<file path="src/trf_defines.svh">
// constants of the temperature result formatter
`ifndef TRF_DEFINES_SVH
`define TRF_DEFINES_SVH

`define TRF_RAW_W        16
`define TRF_FRAC_BITS    4
`define TRF_STD_MAX_INT  8'h7F
`define TRF_STD_MIN_INT  8'h00
`define TRF_EXT_OFFSET   8'h40
`define TRF_EXT_MAX_ENC  8'hFF
`define TRF_EXT_MIN_ENC  8'h00
`define TRF_CFG_RANGE_BIT 2
`define TRF_RESULT_RST   16'h0000
`define TRF_RANGE_RST    1'b0

`endif

</file>
<file path="src/trf_pkg.sv">
// types of the temperature result formatter
package trf_pkg;
    typedef enum logic [0:0] {
        TRF_RANGE_STD = 1'b0,
        TRF_RANGE_EXT = 1'b1
    } trf_range_t;

    typedef struct packed {
        logic [7:0] int_byte;
        logic [7:0] frac_byte;
    } trf_word_t;

    typedef struct packed {
        logic        valid;
        logic        remote;
        logic [15:0] raw;
    } trf_conv_t;
endpackage : trf_pkg
</file>
<file path="src/trf_encode.sv">
// combinational encoder of one signed raw conversion into a stored word
`include "trf_defines.svh"
`timescale 1ns/1ps
`default_nettype none
module trf_encode
    import trf_pkg::*;
#(
    parameter int RAW_W = `TRF_RAW_W
) (
    input  wire logic [RAW_W-1:0]    raw,   // signed, 1/16 degree per count
    input  wire trf_pkg::trf_range_t range, // range latched for this conversion
    output trf_pkg::trf_word_t       word   // formatted result
);
    import trf_pkg::*;

    if (RAW_W < 13 || RAW_W > 16) begin : g_raw_w_check
        $error("trf_encode: RAW_W must be 13..16");
    end

    logic signed [RAW_W-1:0] sraw;
    logic signed [RAW_W-5:0] ideg;
    logic signed [RAW_W-4:0] ext;

    always_comb begin
        sraw = signed'(raw);
        ideg = sraw[RAW_W-1:`TRF_FRAC_BITS];
        ext  = signed'({ideg[RAW_W-5], ideg}) + signed'((RAW_W-3)'(`TRF_EXT_OFFSET));
        word.frac_byte = {raw[`TRF_FRAC_BITS-1:0], 4'h0};
        if (range == TRF_RANGE_STD) begin
            if (sraw < 0) begin
                word.int_byte  = `TRF_STD_MIN_INT;
                word.frac_byte = 8'h00;
            end else if (ideg > signed'((RAW_W-4)'(`TRF_STD_MAX_INT))) begin
                word.int_byte  = `TRF_STD_MAX_INT;
                word.frac_byte = 8'hF0;
            end else begin
                word.int_byte = 8'(ideg);
            end
        end else begin
            if (ext < 0) begin
                word.int_byte  = `TRF_EXT_MIN_ENC;
                word.frac_byte = 8'h00;
            end else if (ext > signed'((RAW_W-3)'(`TRF_EXT_MAX_ENC))) begin
                word.int_byte  = `TRF_EXT_MAX_ENC;
                word.frac_byte = 8'hF0;
            end else begin
                word.int_byte = 8'(ext);
            end
        end
    end
endmodule : trf_encode
`default_nettype wire

</file>
<file path="src/trf_formatter.sv">
// temperature result formatter: local and remote result words
// Functional notes
// - each result carries 12 bits, one step being 0.0625 degree.
// - in the default range a temperature below zero stores integer zero.
// - in the default range a temperature above 127 stores integer 127.
// - configuration bit 2 low selects plain binary, high selects offset binary.
// - a range change leaves stored results alone and applies from the next conversion.
// - the extended range adds 64 to the integer value before storing.
// - the extended encoding spans minus 64 up to 191 degrees.
// - each result is two bytes, integer byte high and fraction byte low.
// - the fraction is left-justified in bits 7..4 with bits 3..0 zero.
`include "trf_defines.svh"
`timescale 1ns/1ps
`default_nettype none
module trf_formatter
    import trf_pkg::*;
#(
    parameter int RAW_W = `TRF_RAW_W
) (
    input  wire logic               clk,         // 20 MHz system clock
    input  wire logic               srst,        // synchronous reset, active high
    input  wire logic [7:0]         cfg,         // configuration register image
    input  wire logic               conv_start,  // pulse: a conversion begins
    input  wire trf_pkg::trf_conv_t conv,        // finished conversion, one-cycle valid
    output trf_pkg::trf_word_t      local_word,  // stored local result
    output trf_pkg::trf_word_t      remote_word, // stored remote result
    output trf_pkg::trf_range_t     range_used,  // range of the conversion in flight
    output logic                    updated      // pulse after a result is stored
);
    import trf_pkg::*;

    if (RAW_W < 13 || RAW_W > 16) begin : g_raw_w_check
        $error("trf_formatter: RAW_W must be 13..16");
    end

    trf_word_t  enc_word;
    trf_word_t  next_local_word;
    trf_word_t  next_remote_word;
    trf_range_t next_range_used;
    logic       next_updated;

    // range sampled only at conversion start, so a mid-conversion write cannot mix formats
    always_comb begin
        next_range_used = range_used;
        if (conv_start) begin
            next_range_used = trf_range_t'(cfg[`TRF_CFG_RANGE_BIT]);
        end
    end

    trf_encode #(
        .RAW_W (RAW_W)
    ) u_encode (
        .raw   (conv.raw[RAW_W-1:0]),
        .range (range_used),
        .word  (enc_word)
    );

    always_comb begin
        next_local_word  = local_word;
        next_remote_word = remote_word;
        next_updated     = 1'b0;
        if (conv.valid) begin
            next_updated = 1'b1;
            if (conv.remote) begin
                next_remote_word = enc_word;
            end else begin
                next_local_word = enc_word;
            end
        end
    end

    always_ff @(posedge clk) begin
        if (srst) begin
            local_word  <= `TRF_RESULT_RST;
            remote_word <= `TRF_RESULT_RST;
            range_used  <= trf_range_t'(`TRF_RANGE_RST);
            updated     <= 1'b0;
        end else begin
            local_word  <= next_local_word;
            remote_word <= next_remote_word;
            range_used  <= next_range_used;
            updated     <= next_updated;
        end
    end

    // checks
    logic signed [RAW_W-1:0] sraw_chk;
    assign sraw_chk = signed'(conv.raw[RAW_W-1:0]);

    store_hold_a: assert property (@(posedge clk) disable iff (srst)
        !conv.valid |=> (local_word == $past(local_word) && remote_word == $past(remote_word)))
        else $error("stored result changed without a conversion");

    range_latch_a: assert property (@(posedge clk) disable iff (srst)
        conv_start |=> range_used == trf_range_t'($past(cfg[`TRF_CFG_RANGE_BIT])))
        else $error("range not taken from config bit at conversion start");

    range_steady_a: assert property (@(posedge clk) disable iff (srst)
        !conv_start |=> $stable(range_used))
        else $error("range changed between conversions");

    std_negative_a: assert property (@(posedge clk) disable iff (srst)
        conv.valid && !conv.remote && range_used == TRF_RANGE_STD && sraw_chk < 0
        |=> local_word.int_byte == 8'h00)
        else $error("negative value not clamped to zero");

    std_saturate_a: assert property (@(posedge clk) disable iff (srst)
        conv.valid && conv.remote && range_used == TRF_RANGE_STD && sraw_chk >= (128 <<< 4)
        |=> remote_word.int_byte == 8'h7F)
        else $error("hot value not saturated to 127");

    ext_offset_a: assert property (@(posedge clk) disable iff (srst)
        conv.valid && conv.remote && range_used == TRF_RANGE_EXT
        && sraw_chk >= -(64 <<< 4) && sraw_chk < (192 <<< 4)
        |=> remote_word.int_byte == 8'($past(sraw_chk) >>> 4) + 8'h40)
        else $error("extended offset wrong");

    ext_clamp_a: assert property (@(posedge clk) disable iff (srst)
        conv.valid && !conv.remote && range_used == TRF_RANGE_EXT && sraw_chk >= (192 <<< 4)
        |=> local_word.int_byte == 8'hFF)
        else $error("extended high clamp wrong");

    ext_low_a: assert property (@(posedge clk) disable iff (srst)
        conv.valid && !conv.remote && range_used == TRF_RANGE_EXT && sraw_chk < -(64 <<< 4)
        |=> local_word == 16'h0000)
        else $error("extended low clamp wrong");

    frac_justify_a: assert property (@(posedge clk) disable iff (srst)
        1'b1 |-> local_word.frac_byte[3:0] == 4'h0 && remote_word.frac_byte[3:0] == 4'h0)
        else $error("fraction low nibble not zero");

    frac_value_a: assert property (@(posedge clk) disable iff (srst)
        conv.valid && conv.remote && range_used == TRF_RANGE_STD
        && sraw_chk >= 0 && sraw_chk < (128 <<< 4)
        |=> remote_word.frac_byte[7:4] == $past(conv.raw[3:0]))
        else $error("fraction bits wrong");

    update_pulse_a: assert property (@(posedge clk) disable iff (srst)
        conv.valid |=> updated)
        else $error("update pulse missing");

    range_ext_sel_a: assert property (@(posedge clk) disable iff (srst)
        conv_start && cfg[`TRF_CFG_RANGE_BIT] |=> range_used == TRF_RANGE_EXT)
        else $error("config bit high did not select the extended range");

    std_neg_remote_a: assert property (@(posedge clk) disable iff (srst)
        conv.valid && conv.remote && range_used == TRF_RANGE_STD && sraw_chk < 0
        |=> remote_word == 16'h0000)
        else $error("negative remote value not stored as zero");

    std_sat_local_a: assert property (@(posedge clk) disable iff (srst)
        conv.valid && !conv.remote && range_used == TRF_RANGE_STD && sraw_chk >= (128 <<< 4)
        |=> local_word == 16'h7FF0)
        else $error("hot local value not saturated");

    std_plain_a: assert property (@(posedge clk) disable iff (srst)
        conv.valid && !conv.remote && range_used == TRF_RANGE_STD
        && sraw_chk >= 0 && sraw_chk < (128 <<< 4)
        |=> local_word.int_byte == 8'($past(sraw_chk) >>> 4))
        else $error("plain binary integer byte wrong");

    std_frac_local_a: assert property (@(posedge clk) disable iff (srst)
        conv.valid && !conv.remote && range_used == TRF_RANGE_STD
        && sraw_chk >= 0 && sraw_chk < (128 <<< 4)
        |=> local_word.frac_byte == {$past(conv.raw[3:0]), 4'h0})
        else $error("local fraction byte wrong");

    ext_offset_local_a: assert property (@(posedge clk) disable iff (srst)
        conv.valid && !conv.remote && range_used == TRF_RANGE_EXT
        && sraw_chk >= -(64 <<< 4) && sraw_chk < (192 <<< 4)
        |=> local_word.int_byte == 8'($past(sraw_chk) >>> 4) + 8'h40)
        else $error("local extended offset wrong");

    ext_frac_local_a: assert property (@(posedge clk) disable iff (srst)
        conv.valid && !conv.remote && range_used == TRF_RANGE_EXT
        && sraw_chk >= -(64 <<< 4) && sraw_chk < (192 <<< 4)
        |=> local_word.frac_byte == {$past(conv.raw[3:0]), 4'h0})
        else $error("local extended fraction wrong");

    ext_frac_remote_a: assert property (@(posedge clk) disable iff (srst)
        conv.valid && conv.remote && range_used == TRF_RANGE_EXT
        && sraw_chk >= -(64 <<< 4) && sraw_chk < (192 <<< 4)
        |=> remote_word.frac_byte == {$past(conv.raw[3:0]), 4'h0})
        else $error("remote extended fraction wrong");

    ext_high_remote_a: assert property (@(posedge clk) disable iff (srst)
        conv.valid && conv.remote && range_used == TRF_RANGE_EXT && sraw_chk >= (192 <<< 4)
        |=> remote_word == 16'hFFF0)
        else $error("remote extended high clamp wrong");

    ext_low_remote_a: assert property (@(posedge clk) disable iff (srst)
        conv.valid && conv.remote && range_used == TRF_RANGE_EXT && sraw_chk < -(64 <<< 4)
        |=> remote_word == 16'h0000)
        else $error("remote extended low clamp wrong");

    remote_only_a: assert property (@(posedge clk) disable iff (srst)
        conv.valid && conv.remote |=> local_word == $past(local_word))
        else $error("remote conversion disturbed the local word");

    local_only_a: assert property (@(posedge clk) disable iff (srst)
        conv.valid && !conv.remote |=> remote_word == $past(remote_word))
        else $error("local conversion disturbed the remote word");

    update_idle_a: assert property (@(posedge clk) disable iff (srst)
        !conv.valid |=> !updated)
        else $error("update pulse without a conversion");

    update_cause_a: assert property (@(posedge clk) disable iff (srst)
        updated |-> $past(conv.valid))
        else $error("update pulse not caused by a conversion");

    // no disable here: the reset itself is what is watched
    reset_clear_a: assert property (@(posedge clk)
        srst |=> local_word == 16'h0000 && remote_word == 16'h0000
        && range_used == TRF_RANGE_STD && !updated)
        else $error("reset did not clear the stored state");

    cov_std_c:  cover property (@(posedge clk) conv.valid && range_used == TRF_RANGE_STD);
    cov_ext_c:  cover property (@(posedge clk) conv.valid && range_used == TRF_RANGE_EXT);
    cov_swap_c: cover property (@(posedge clk) conv_start && cfg[`TRF_CFG_RANGE_BIT] != range_used);
    cov_neg_c:  cover property (@(posedge clk) conv.valid && sraw_chk < 0);
    cov_hot_c:  cover property (@(posedge clk) conv.valid && range_used == TRF_RANGE_EXT && sraw_chk >= (192 <<< 4));
endmodule : trf_formatter
`default_nettype wire

</file>
<file path="config.mk">
export PLATFORM = sky130hd
export DESIGN_NAME = trf_formatter
export DESIGN_NICKNAME = d
export VERILOG_FILES = /design/src/trf_pkg.sv /design/src/trf_encode.sv /design/src/trf_formatter.sv
export VERILOG_INCLUDE_DIRS = /design/src
export SDC_FILE = /design/constraint.sdc
export NUM_CORES = 1
export LEC_CHECK = 0
export ABC_CLOCK_PERIOD_IN_PS = 1400
export BUFFER_PORTS_ARGS = -buffer_cell sky130_fd_sc_hd__buf_2
export CORE_UTILIZATION = 40
export CTS_CLUSTER_DIAMETER = 30
export DETAILED_ROUTE_END_ITERATION = 7
export GPL_TIMING_DRIVEN = 0
export MAX_ROUTING_LAYER = met4
export PLACE_DENSITY_LB_ADDON = 0.1
export SYNTH_ARGS = -nofsm -noshare
export SYNTH_HDL_FRONTEND = slang
export SYNTH_SLANG_ARGS = --single-unit
</file>
<file path="constraint.sdc">
create_clock -name clk -period 1.4 [get_ports clk]
set_input_delay 0.14 -clock clk [delete_from_list [all_inputs] [get_ports clk]]
set_output_delay 0.14 -clock clk [all_outputs]
set_load 0.005 [all_outputs]
</file>
Word level (Yosys, flattened, before mapping). Cells that the tools add are included.

Multiplexer cells: 8. Bitwise operators: 1. Add/sub/neg operators: 1. Reductions and logical operators: 2. Magnitude comparators: 4.

Operators with widths (number): 16-bit 2-to-1 mux (3); 8-bit 2-to-1 mux (4); 16-bit by 1-bit < comparator with 1-bit output, second input constant (1); 12-bit by 8-bit adder with 13-bit output, second input constant (1); 13-bit by 9-bit greater-than comparator with 1-bit output, second input constant (1); 13-bit by 1-bit < comparator with 1-bit output, second input constant (1); 12-bit by 8-bit greater-than comparator with 1-bit output, second input constant (1); 2-bit AND reduction (2); 1-bit 2-to-1 mux (1); 1-bit inverter (1).

Output and inout port bits: 34. Register bits after elaboration: 34.

Logic depth before layout (Yosys ltp). Gate-level depths: netlist of run 1.

Depth in word-level cells: 5. Mapped depth: 8. Depth with buffers taken out: 7.

By module. A second synthesis of run 1 with hierarchy kept.

Cell total of the unflattened synthesis: 189. Area, all modules: 1791.7 um2.

Modules (own cells, without submodules): trf_formatter (times used 1, cells an instance 130, sequential area each 680.7 um2, area an instance 1397.6 um2); trf_encode (times used 1, cells an instance 59, sequential area each 0.0 um2, area an instance 394.1 um2).

Worst setup path after synthesis of run 1. No wires, ideal clock.

Path kind: input to register. From: input port conv[10] (netlist bit). To: register remote_word[10] (netlist bit). Slack: -0.005 ns. Data arrival time: 1.314 ns. Path buffers: 1. Cell stages on the path: 8. Cell sequence: inv_1 ha_1 nor3_1 nand4_1 a31oi_1 nor2_2 buf_6 a311oi_1.

Word-level cells in the longest chain between the ends: 5. Elaborated cells between the ends (all ways): 10. Classes of those cells: add/sub (1); order compare (4); mux (5).

Ends and longest elaborated chain: start, declared (RTL line trf_formatter.sv:24) `input wire trf_pkg::trf_conv_t conv,`; 12-bit by 8-bit adder with 13-bit output (RTL line trf_encode.sv:27) `` ext = signed'({ideg[RAW_W-5], ideg}) + signed'((RAW_W-3)'(`TRF_EXT_OFFSET)); ``; 13-bit by 9-bit greater-than comparator with 1-bit output (RTL line trf_encode.sv:43) `` end else if (ext > signed'((RAW_W-3)'(`TRF_EXT_MAX_ENC))) begin ``; 8-bit 2-to-1 mux (RTL line trf_encode.sv:43); 16-bit 2-to-1 mux (RTL line trf_encode.sv:40) `if (ext < 0) begin`; 16-bit 2-to-1 mux (*) (RTL line trf_encode.sv:29) `if (range == TRF_RANGE_STD) begin`; end signal, assigned (RTL line trf_formatter.sv:75) `` remote_word <= `TRF_RESULT_RST; ``; end signal, assigned (RTL line trf_formatter.sv:80) `remote_word <= next_remote_word;`; end, declared (RTL line trf_formatter.sv:26) `output trf_pkg::trf_word_t remote_word,`.

Mark *: on every way between the ends. The rest lies on a longest branch, timed or not. A chain may end at the register's enable or synchronous reset.

Worst setup path after layout of run 1.
From: input port conv[10] (netlist bit). To: register remote_word[4] (netlist bit).

The elaborated chain is that of the path after synthesis.

==> results.cfg, run 1 <==
[cts]
max-clock-path-buffers = 2
tritoncts.num_buffers = 3
cts_tree = yes
clock_tree.htree_level_count = 1
clk-insertion-delay-late_ps = 330
clkTransAtPathRegs_ps = 140
cts.sinks = 26
clk_root_buffer_cell = sky130_fd_sc_hd__clkbuf_4

[die]
chipWidth_um = 58.1
floorplan.die.height_um = 58.1
floorplan.die_area_sq_mm = 0.00338
rows = 19
design.portCount = 63
floorplan.initialDensity_pct = 43.8
core_sq_mm = 0.00288

[layout]
most_common_library_cell_in_the_layout_ignoring_fill_and_taps = sky130_fd_sc_hd__buf_2
register_area_sq_um = 522
area_delta_synth_final_pct = 33.1
multi_input_comb_area_sq_um = 696
layout_common_cells = sky130_fd_sc_hd__buf_2, sky130_fd_sc_hd__dfxtp_1, sky130_fd_sc_hd__nor2_1
finalNetCount = 234
final.fill_count = 282
antennaDiodeCount = 0
layout_cells_sized_above_1_pct = 36.8

[synthesis]
synth-warning-count = 0
post_synth_instance_area_sq_mm = 0.00126
synth_edf_count = 0
async_reset_ff_share_pct = 0
synth.avg_cell_area_sq_um = 8.74
post_synth_num_cell_types = 31
postSynthCellCount = 144
ys_seq_area_share_pct = 41.4
dominantRegCellSynth = sky130_fd_sc_hd__dfxtp_1
ys_ff_latch = 26

[detailed_routing]
detailed_router_s_first_iteration_violation_count = 72
ant_nets = 0
drc_errors = 0
routed_wire_length_per_instance_um = 13.6
avgViaCountPerCell = 5.19
dr_total_vias = 1260
routed_wirelength_um = 3300
detailedRoute.firstPassIterationCount = 4

[placement]
gp_congestion = 0.815
io_buffers = 46
hpwlAfterDp_um = 2330

[sta]
final.setup_skew_ps = 16.1
finalMaxSlewViolations = 0
max_slew_margin_pct = 60.5
max_clock_freq_mhz = 744
final_min_period_over_clock_period_pct = 96.0
max_slew.worst_pin.slew_ps = 593
fin_crit_ps = 1340
fin_setup_tns_ps = 0
hold_viol_final = 0
finalSetupViolCount = 0

[setup_path]
setup.worst_path.end = remote_word[4]$_SDFFE_PP0P_
crit_path_max_fanout = 10
timing.setup.critical_path_class = primary input to flip-flop
regToRegEndpoint = remote_word[4]$_SDFFE_PP0P_
cp_data_arrival_time_ps = 1580
ff2ff_setup_slack_ps = 110
crit-reg2reg-launch = range_used$_SDFFE_PP0P_
crit_path_cell_trace = clkbuf_4 > inv_1 > ha_4 > nor3_2 > nand4_1 > a31oi_1 > nor2_2 > buf_6 > a311oi_1
worst_setup_path_start_kind = primary input
crit_path_start = conv[10]
end_kind = flip-flop
max_stage_delay_ps = 250
required_ps = 1640
timing.critical_path.slowest_stage_cell = sky130_fd_sc_hd__a311oi_1
r2r.worst_path.cells = 5

[grt]
grt_pass1_wl_um = 4990
grt_antenna_before_repair = 0
grt_remaining_overflow = 0
groute.usage.overall_pct = 20.0
pin_count_of_the_biggest_net_entering_global_routing = 16
vias_in_the_first_global_route = 1120

[power]
report.power.total_mw = 1.68
leakage_power_nw = 0.747
areal_power_density_over_the_cells_mw_per_mm2 = 1000
max-vdd-ir-drop_mv = 0.481

[flow_run]
cap_viol_max_count = 0

[run_status]
outcome = complete, no violations

[hold_path]
hold_crit_path_type = primary input to flip-flop
## repair_timing
action,in CTS,in global routing
setup endpoints to repair,2,14
hold buffers,0,0
resized for setup,1,11
gates cloned,0,0
setup buffers,0,0
pin swaps,0,1
## state kept, by name, indices dropped and copies added, names as in the netlist
name,cells
range_used,1
remote_word,12
local_word,12
updated,1
## metal layers
metal,routed length (um),global-route usage [%],up-vias
met3,199,2.90,4
met4,42,9.18,0
met1,1440,23.5,577
met5,0,-,-
li1,-,-,627
met2,1620,33.5,52
## cell usage after synthesis, types with 2 or more instances
cell type	number	area [sq um]
sky130_fd_sc_hd__a21oi_1	3	15.0
sky130_fd_sc_hd__nand3_1	4	20.0
sky130_fd_sc_hd__nand4_1	3	18.8
sky130_fd_sc_hd__buf_4	8	60.1
sky130_fd_sc_hd__dfxtp_1	26	521
sky130_fd_sc_hd__nand2_1	19	71.3
sky130_fd_sc_hd__nor2b_1	2	12.5
sky130_fd_sc_hd__a311oi_1	20	175
sky130_fd_sc_hd__nor3_1	2	10.0
sky130_fd_sc_hd__o31ai_1	2	15.0
sky130_fd_sc_hd__nand3b_1	2	15.0
sky130_fd_sc_hd__inv_1	3	11.3
sky130_fd_sc_hd__and4_1	2	17.5
sky130_fd_sc_hd__clkbuf_1	7	26.3
sky130_fd_sc_hd__ha_1	3	37.5
sky130_fd_sc_hd__nor2_1	22	82.6
sky130_fd_sc_hd__buf_6	2	22.5
## kinds of logic after synthesis
logic type | count (synthesis) | share of synthesized area (%)
buffers and inverters | 20 | 9.54
AOI/OAI and AO/OA | 29 | 19.4
DFF | 26 | 41.4
and+or+nand+nor | 62 | 23.2
muxes | 2 | 2.58
adders and majority gates | 3 | 2.98
xor gates and xnor gates | 1 | 0.696
other | 1 | 0.298
## worst max-delay path, delay by kind of cell
| kind | cells | cell delay (ps) |
|---|---|---|
| AO/OA/AOI/OAI | 2 | 450 |
| buffers and inverters | 3 | 440 |
| AND/OR/NAND/NOR | 3 | 320 |
| adder cells (fa/ha/maj) | 1 | 230 |
## metrics by stage
| step | instance area (sq um) | setup slack, ps | hold WS, ps | instances | utilization (%) |
|---|---|---|---|---|---|
| floorplan | 1280 | 28.5 | 268 | 151 | - |
| global placement | 1570 | -247 | 377 | 239 | 54.5 |
| detailed placement | 1570 | -310 | 393 | 239 | 54.5 |
| CTS | 1620 | 40.9 | 48.1 | 243 | 56.4 |
| global route | 1680 | -25.8 | 45.8 | 243 | 58.2 |
| finish | 1680 | 55.8 | 50.1 | 243 | 58.2 |
## how the worst min path moves through the flow
stage                                    endpoint      from  depth (start not counted)  slack (ps)
after floorplan                updated$_SDFF_PP0_  conv[17]                          1         270
after global placement    range_used$_SDFFE_PP0P_    cfg[2]                          3         380
after detailed placement  range_used$_SDFFE_PP0P_    cfg[2]                          3         390
after CTS                 range_used$_SDFFE_PP0P_    cfg[2]                          3          50
after global routing      range_used$_SDFFE_PP0P_    cfg[2]                          3          50
final                     range_used$_SDFFE_PP0P_    cfg[2]                          3          50
## area by class of cell
cell class	instances	area share (%)
buffer	17	6.50
timing repair buffer	46	13.9
clock buffer	3	1.34
inverter	3	0.672
tap	42	3.14
multi-input combinational	105	41.5
sequential	26	31.1
clock inverter	1	1.79
## power breakdown
group	switching, mW	leakage (nW)	total, mW	internal [mW]
registers	0.0258	0.215	0.815	0.789
clock network	0.235	0.0279	0.525	0.290
logic	0.185	0.505	0.336	0.151
total	0.445	0.747	1.68	1.23
(Power assumes the default switching activity.)
==> run 2, diff against run 1 <==
--- a/config.mk
+++ b/config.mk
@@ -6,9 +6,9 @@
 export SDC_FILE = /design/constraint.sdc
 export NUM_CORES = 1
 export LEC_CHECK = 0
-export ABC_CLOCK_PERIOD_IN_PS = 1400
+export ABC_CLOCK_PERIOD_IN_PS = 1700
 export BUFFER_PORTS_ARGS = -buffer_cell sky130_fd_sc_hd__buf_2
-export CORE_UTILIZATION = 40
+export CORE_UTILIZATION = 48
 export CTS_CLUSTER_DIAMETER = 30
 export DETAILED_ROUTE_END_ITERATION = 7
 export GPL_TIMING_DRIVEN = 0
==> constraint.sdc (replaced) <==
create_clock -name clk -period 1.7 [get_ports clk]
set_input_delay 0.17 -clock clk [delete_from_list [all_inputs] [get_ports clk]]
set_output_delay 0.17 -clock clk [all_outputs]
set_load 0.005 [all_outputs]
==> run 2 against run 1 <==
  * Total power decreased by 18%
  * Die area decreased by 16%
  * Via count increased by 3.0%
  * Sequential power decreased by 18%
  * First-iteration DRC count decreased by 39%
  * Largest cell class unchanged
  * Highest routed layer unchanged
==> results.cfg, run 2 (synthesis gave the netlist of run 1 again) <==
[run_status]
outcome = complete, no violations

[setup_path]
timing.critical_path.slowest_stage_cell = sky130_fd_sc_hd__ha_1
worst_setup_path_start_kind = primary input
crit_path_cell_trace = buf_2 > inv_1 > ha_1 > nor3_1 > nand4_1 > a31oi_1 > nor2_2 > buf_6 > a311oi_1
r2r.worst_path.cells = 5
timing.setup.critical_path_class = primary input to flip-flop
crit_path_max_fanout = 10
end_kind = flip-flop
required_ps = 1960
max_stage_delay_ps = 300
cp_data_arrival_time_ps = 1680

[detailed_routing]
routed_wire_length_per_instance_um = 13.9
drc_errors = 0
ant_nets = 0
dr_total_vias = 1298
routed_wirelength_um = 3220
detailed_router_s_first_iteration_violation_count = 44
avgViaCountPerCell = 5.62
detailedRoute.firstPassIterationCount = 4

[hold_path]
hold_crit_path_type = primary input to flip-flop
timing.hold.worst_path_depth = 3

[sta]
fin_crit_ps = 1420
final_critical_path_setup_slack_ps = 276
hold_viol_final = 0
grt_setup_unrepaired = false
finalSetupViolCount = 0
fin_setup_tns_ps = 0
fin_worst_hold_slack_ps = 75.6
max_clock_freq_mhz = 702
finalMaxSlewViolations = 0
final.setup_skew_ps = 10.5
final_min_period_over_clock_period_pct = 83.8

[power]
max-vdd-ir-drop_mv = 0.555
leakage_power_nw = 0.744
clock_power_share_pct = 32.1
switching_share_pct = 26.6
netSwitchingPower_mw = 0.363
pwr-share-seq_pct = 48.9
internal_pwr_total_mw = 1.00
comb_power_share_pct = 19.0
areal_power_density_over_the_cells_mw_per_mm2 = 852
report.power.total_mw = 1.37

[flow_run]
cap_viol_max_count = 0

[cts]
post_cts.repair.setup_buffers = 0
cts_tree = yes
max-clock-path-buffers = 2
cts.sinks = 26
post_cts.resized_instances = 0
cts-hold-fix-buffers = 0
clk_root_buffer_cell = sky130_fd_sc_hd__clkbuf_4
clock_tree.htree_level_count = 1
tritoncts.num_buffers = 3
clk-insertion-delay-late_ps = 330
clkTransAtPathRegs_ps = 160

[placement]
post-place-ws_ps = -61.2
hpwlAfterDp_um = 2310
postPlaceCellArea_sq_mm = 0.00155
io_buffers = 46
gp_congestion = 0.980
post-place-cells = 227

[die]
floorplan.die_area_sq_mm = 0.00283
chipWidth_um = 53.2
rows = 18
core_sq_mm = 0.00248
design.portCount = 63
floorplan.initialDensity_pct = 50.8
floorplan.die.height_um = 53.2

[layout]
finalNetCount = 234
post-route-util_pct = 64.8
largest_registers = local_word: 12 flops, remote_word: 12 flops
final.fill_count = 239
post_layout_instance_area_sq_mm = 0.00161
layout_cells_sized_above_1_pct = 31.8
register_area_sq_um = 520
multi_input_comb_area_sq_um = 644
layout_common_cells = sky130_fd_sc_hd__buf_2, sky130_fd_sc_hd__dfxtp_1, sky130_fd_sc_hd__nor2_1
area_delta_synth_final_pct = 27.5
most_common_library_cell_in_the_layout_ignoring_fill_and_taps = sky130_fd_sc_hd__buf_2
final-instance-count-excl-fill = 231
antennaDiodeCount = 0

[grt]
groute.usage.overall_pct = 25.0
pin_count_of_the_biggest_net_entering_global_routing = 16
grt_remaining_overflow = 0
grt_antenna_before_repair = 0
vias_in_the_first_global_route = 1132
grt_pass1_wl_um = 4950
run 2: cell count changes in the layout (fill, tap and decap cells not counted), sizes merged:
cell    change
buf         +1
clkbuf      -1
run 2: path summary, 6_finish.rpt:
| check | start | end | slack (ps) |
|---|---|---|---|
| setup / recovery | conv[10] | remote_word[10]$_SDFFE_PP0P_ | 280 |
| hold / removal | cfg[2] | range_used$_SDFFE_PP0P_ | 80 |
| setup reg to reg | range_used$_SDFFE_PP0P_ | remote_word[10]$_SDFFE_PP0P_ | 280 |
| hold reg to reg | remote_word[15]$_SDFFE_PP0P_ | remote_word[15]$_SDFFE_PP0P_ | 460 |
run 2: final cells by class:
| class | instances | area share (%) |
|---|---|---|
| Tap cell | 30 | 2.34 |
| Clock inverter | 1 | 1.87 |
| Multi-Input combinational cell | 105 | 40.1 |
| Clock buffer | 3 | 1.40 |
| Inverter | 3 | 0.701 |
| Timing Repair Buffer | 46 | 14.3 |
| Sequential cell | 26 | 32.4 |
| Buffer | 17 | 6.78 |
run 2: per-layer routing:
layer,vias up,GRT usage (%),routed length (um)
li1,622,-,-
met3,7,3.45,239
met1,606,28.6,1370
met5,-,-,0
met4,0,12.7,48
met2,63,42.3,1560
run 2: critical path, delay by kind of cell:
kind                       cells  cell delay [ps]
adders and majority gates      1              300
and+or+nand+nor                3              340
buffers and inverters          3              370
AOI/OAI and AO/OA              2              480
run 2: power groups by stage:
stage / registers, mW / logic, mW / clock network (mW)
final: 0.669 / 0.260 / 0.438
after global routing: 0.674 / 0.287 / 0.463
after CTS: 0.670 / 0.257 / 0.437
after detailed placement: 0.683 / 0.256 / 0
after global placement: 0.681 / 0.249 / 0
after floorplan: 0.686 / 0.147 / 0
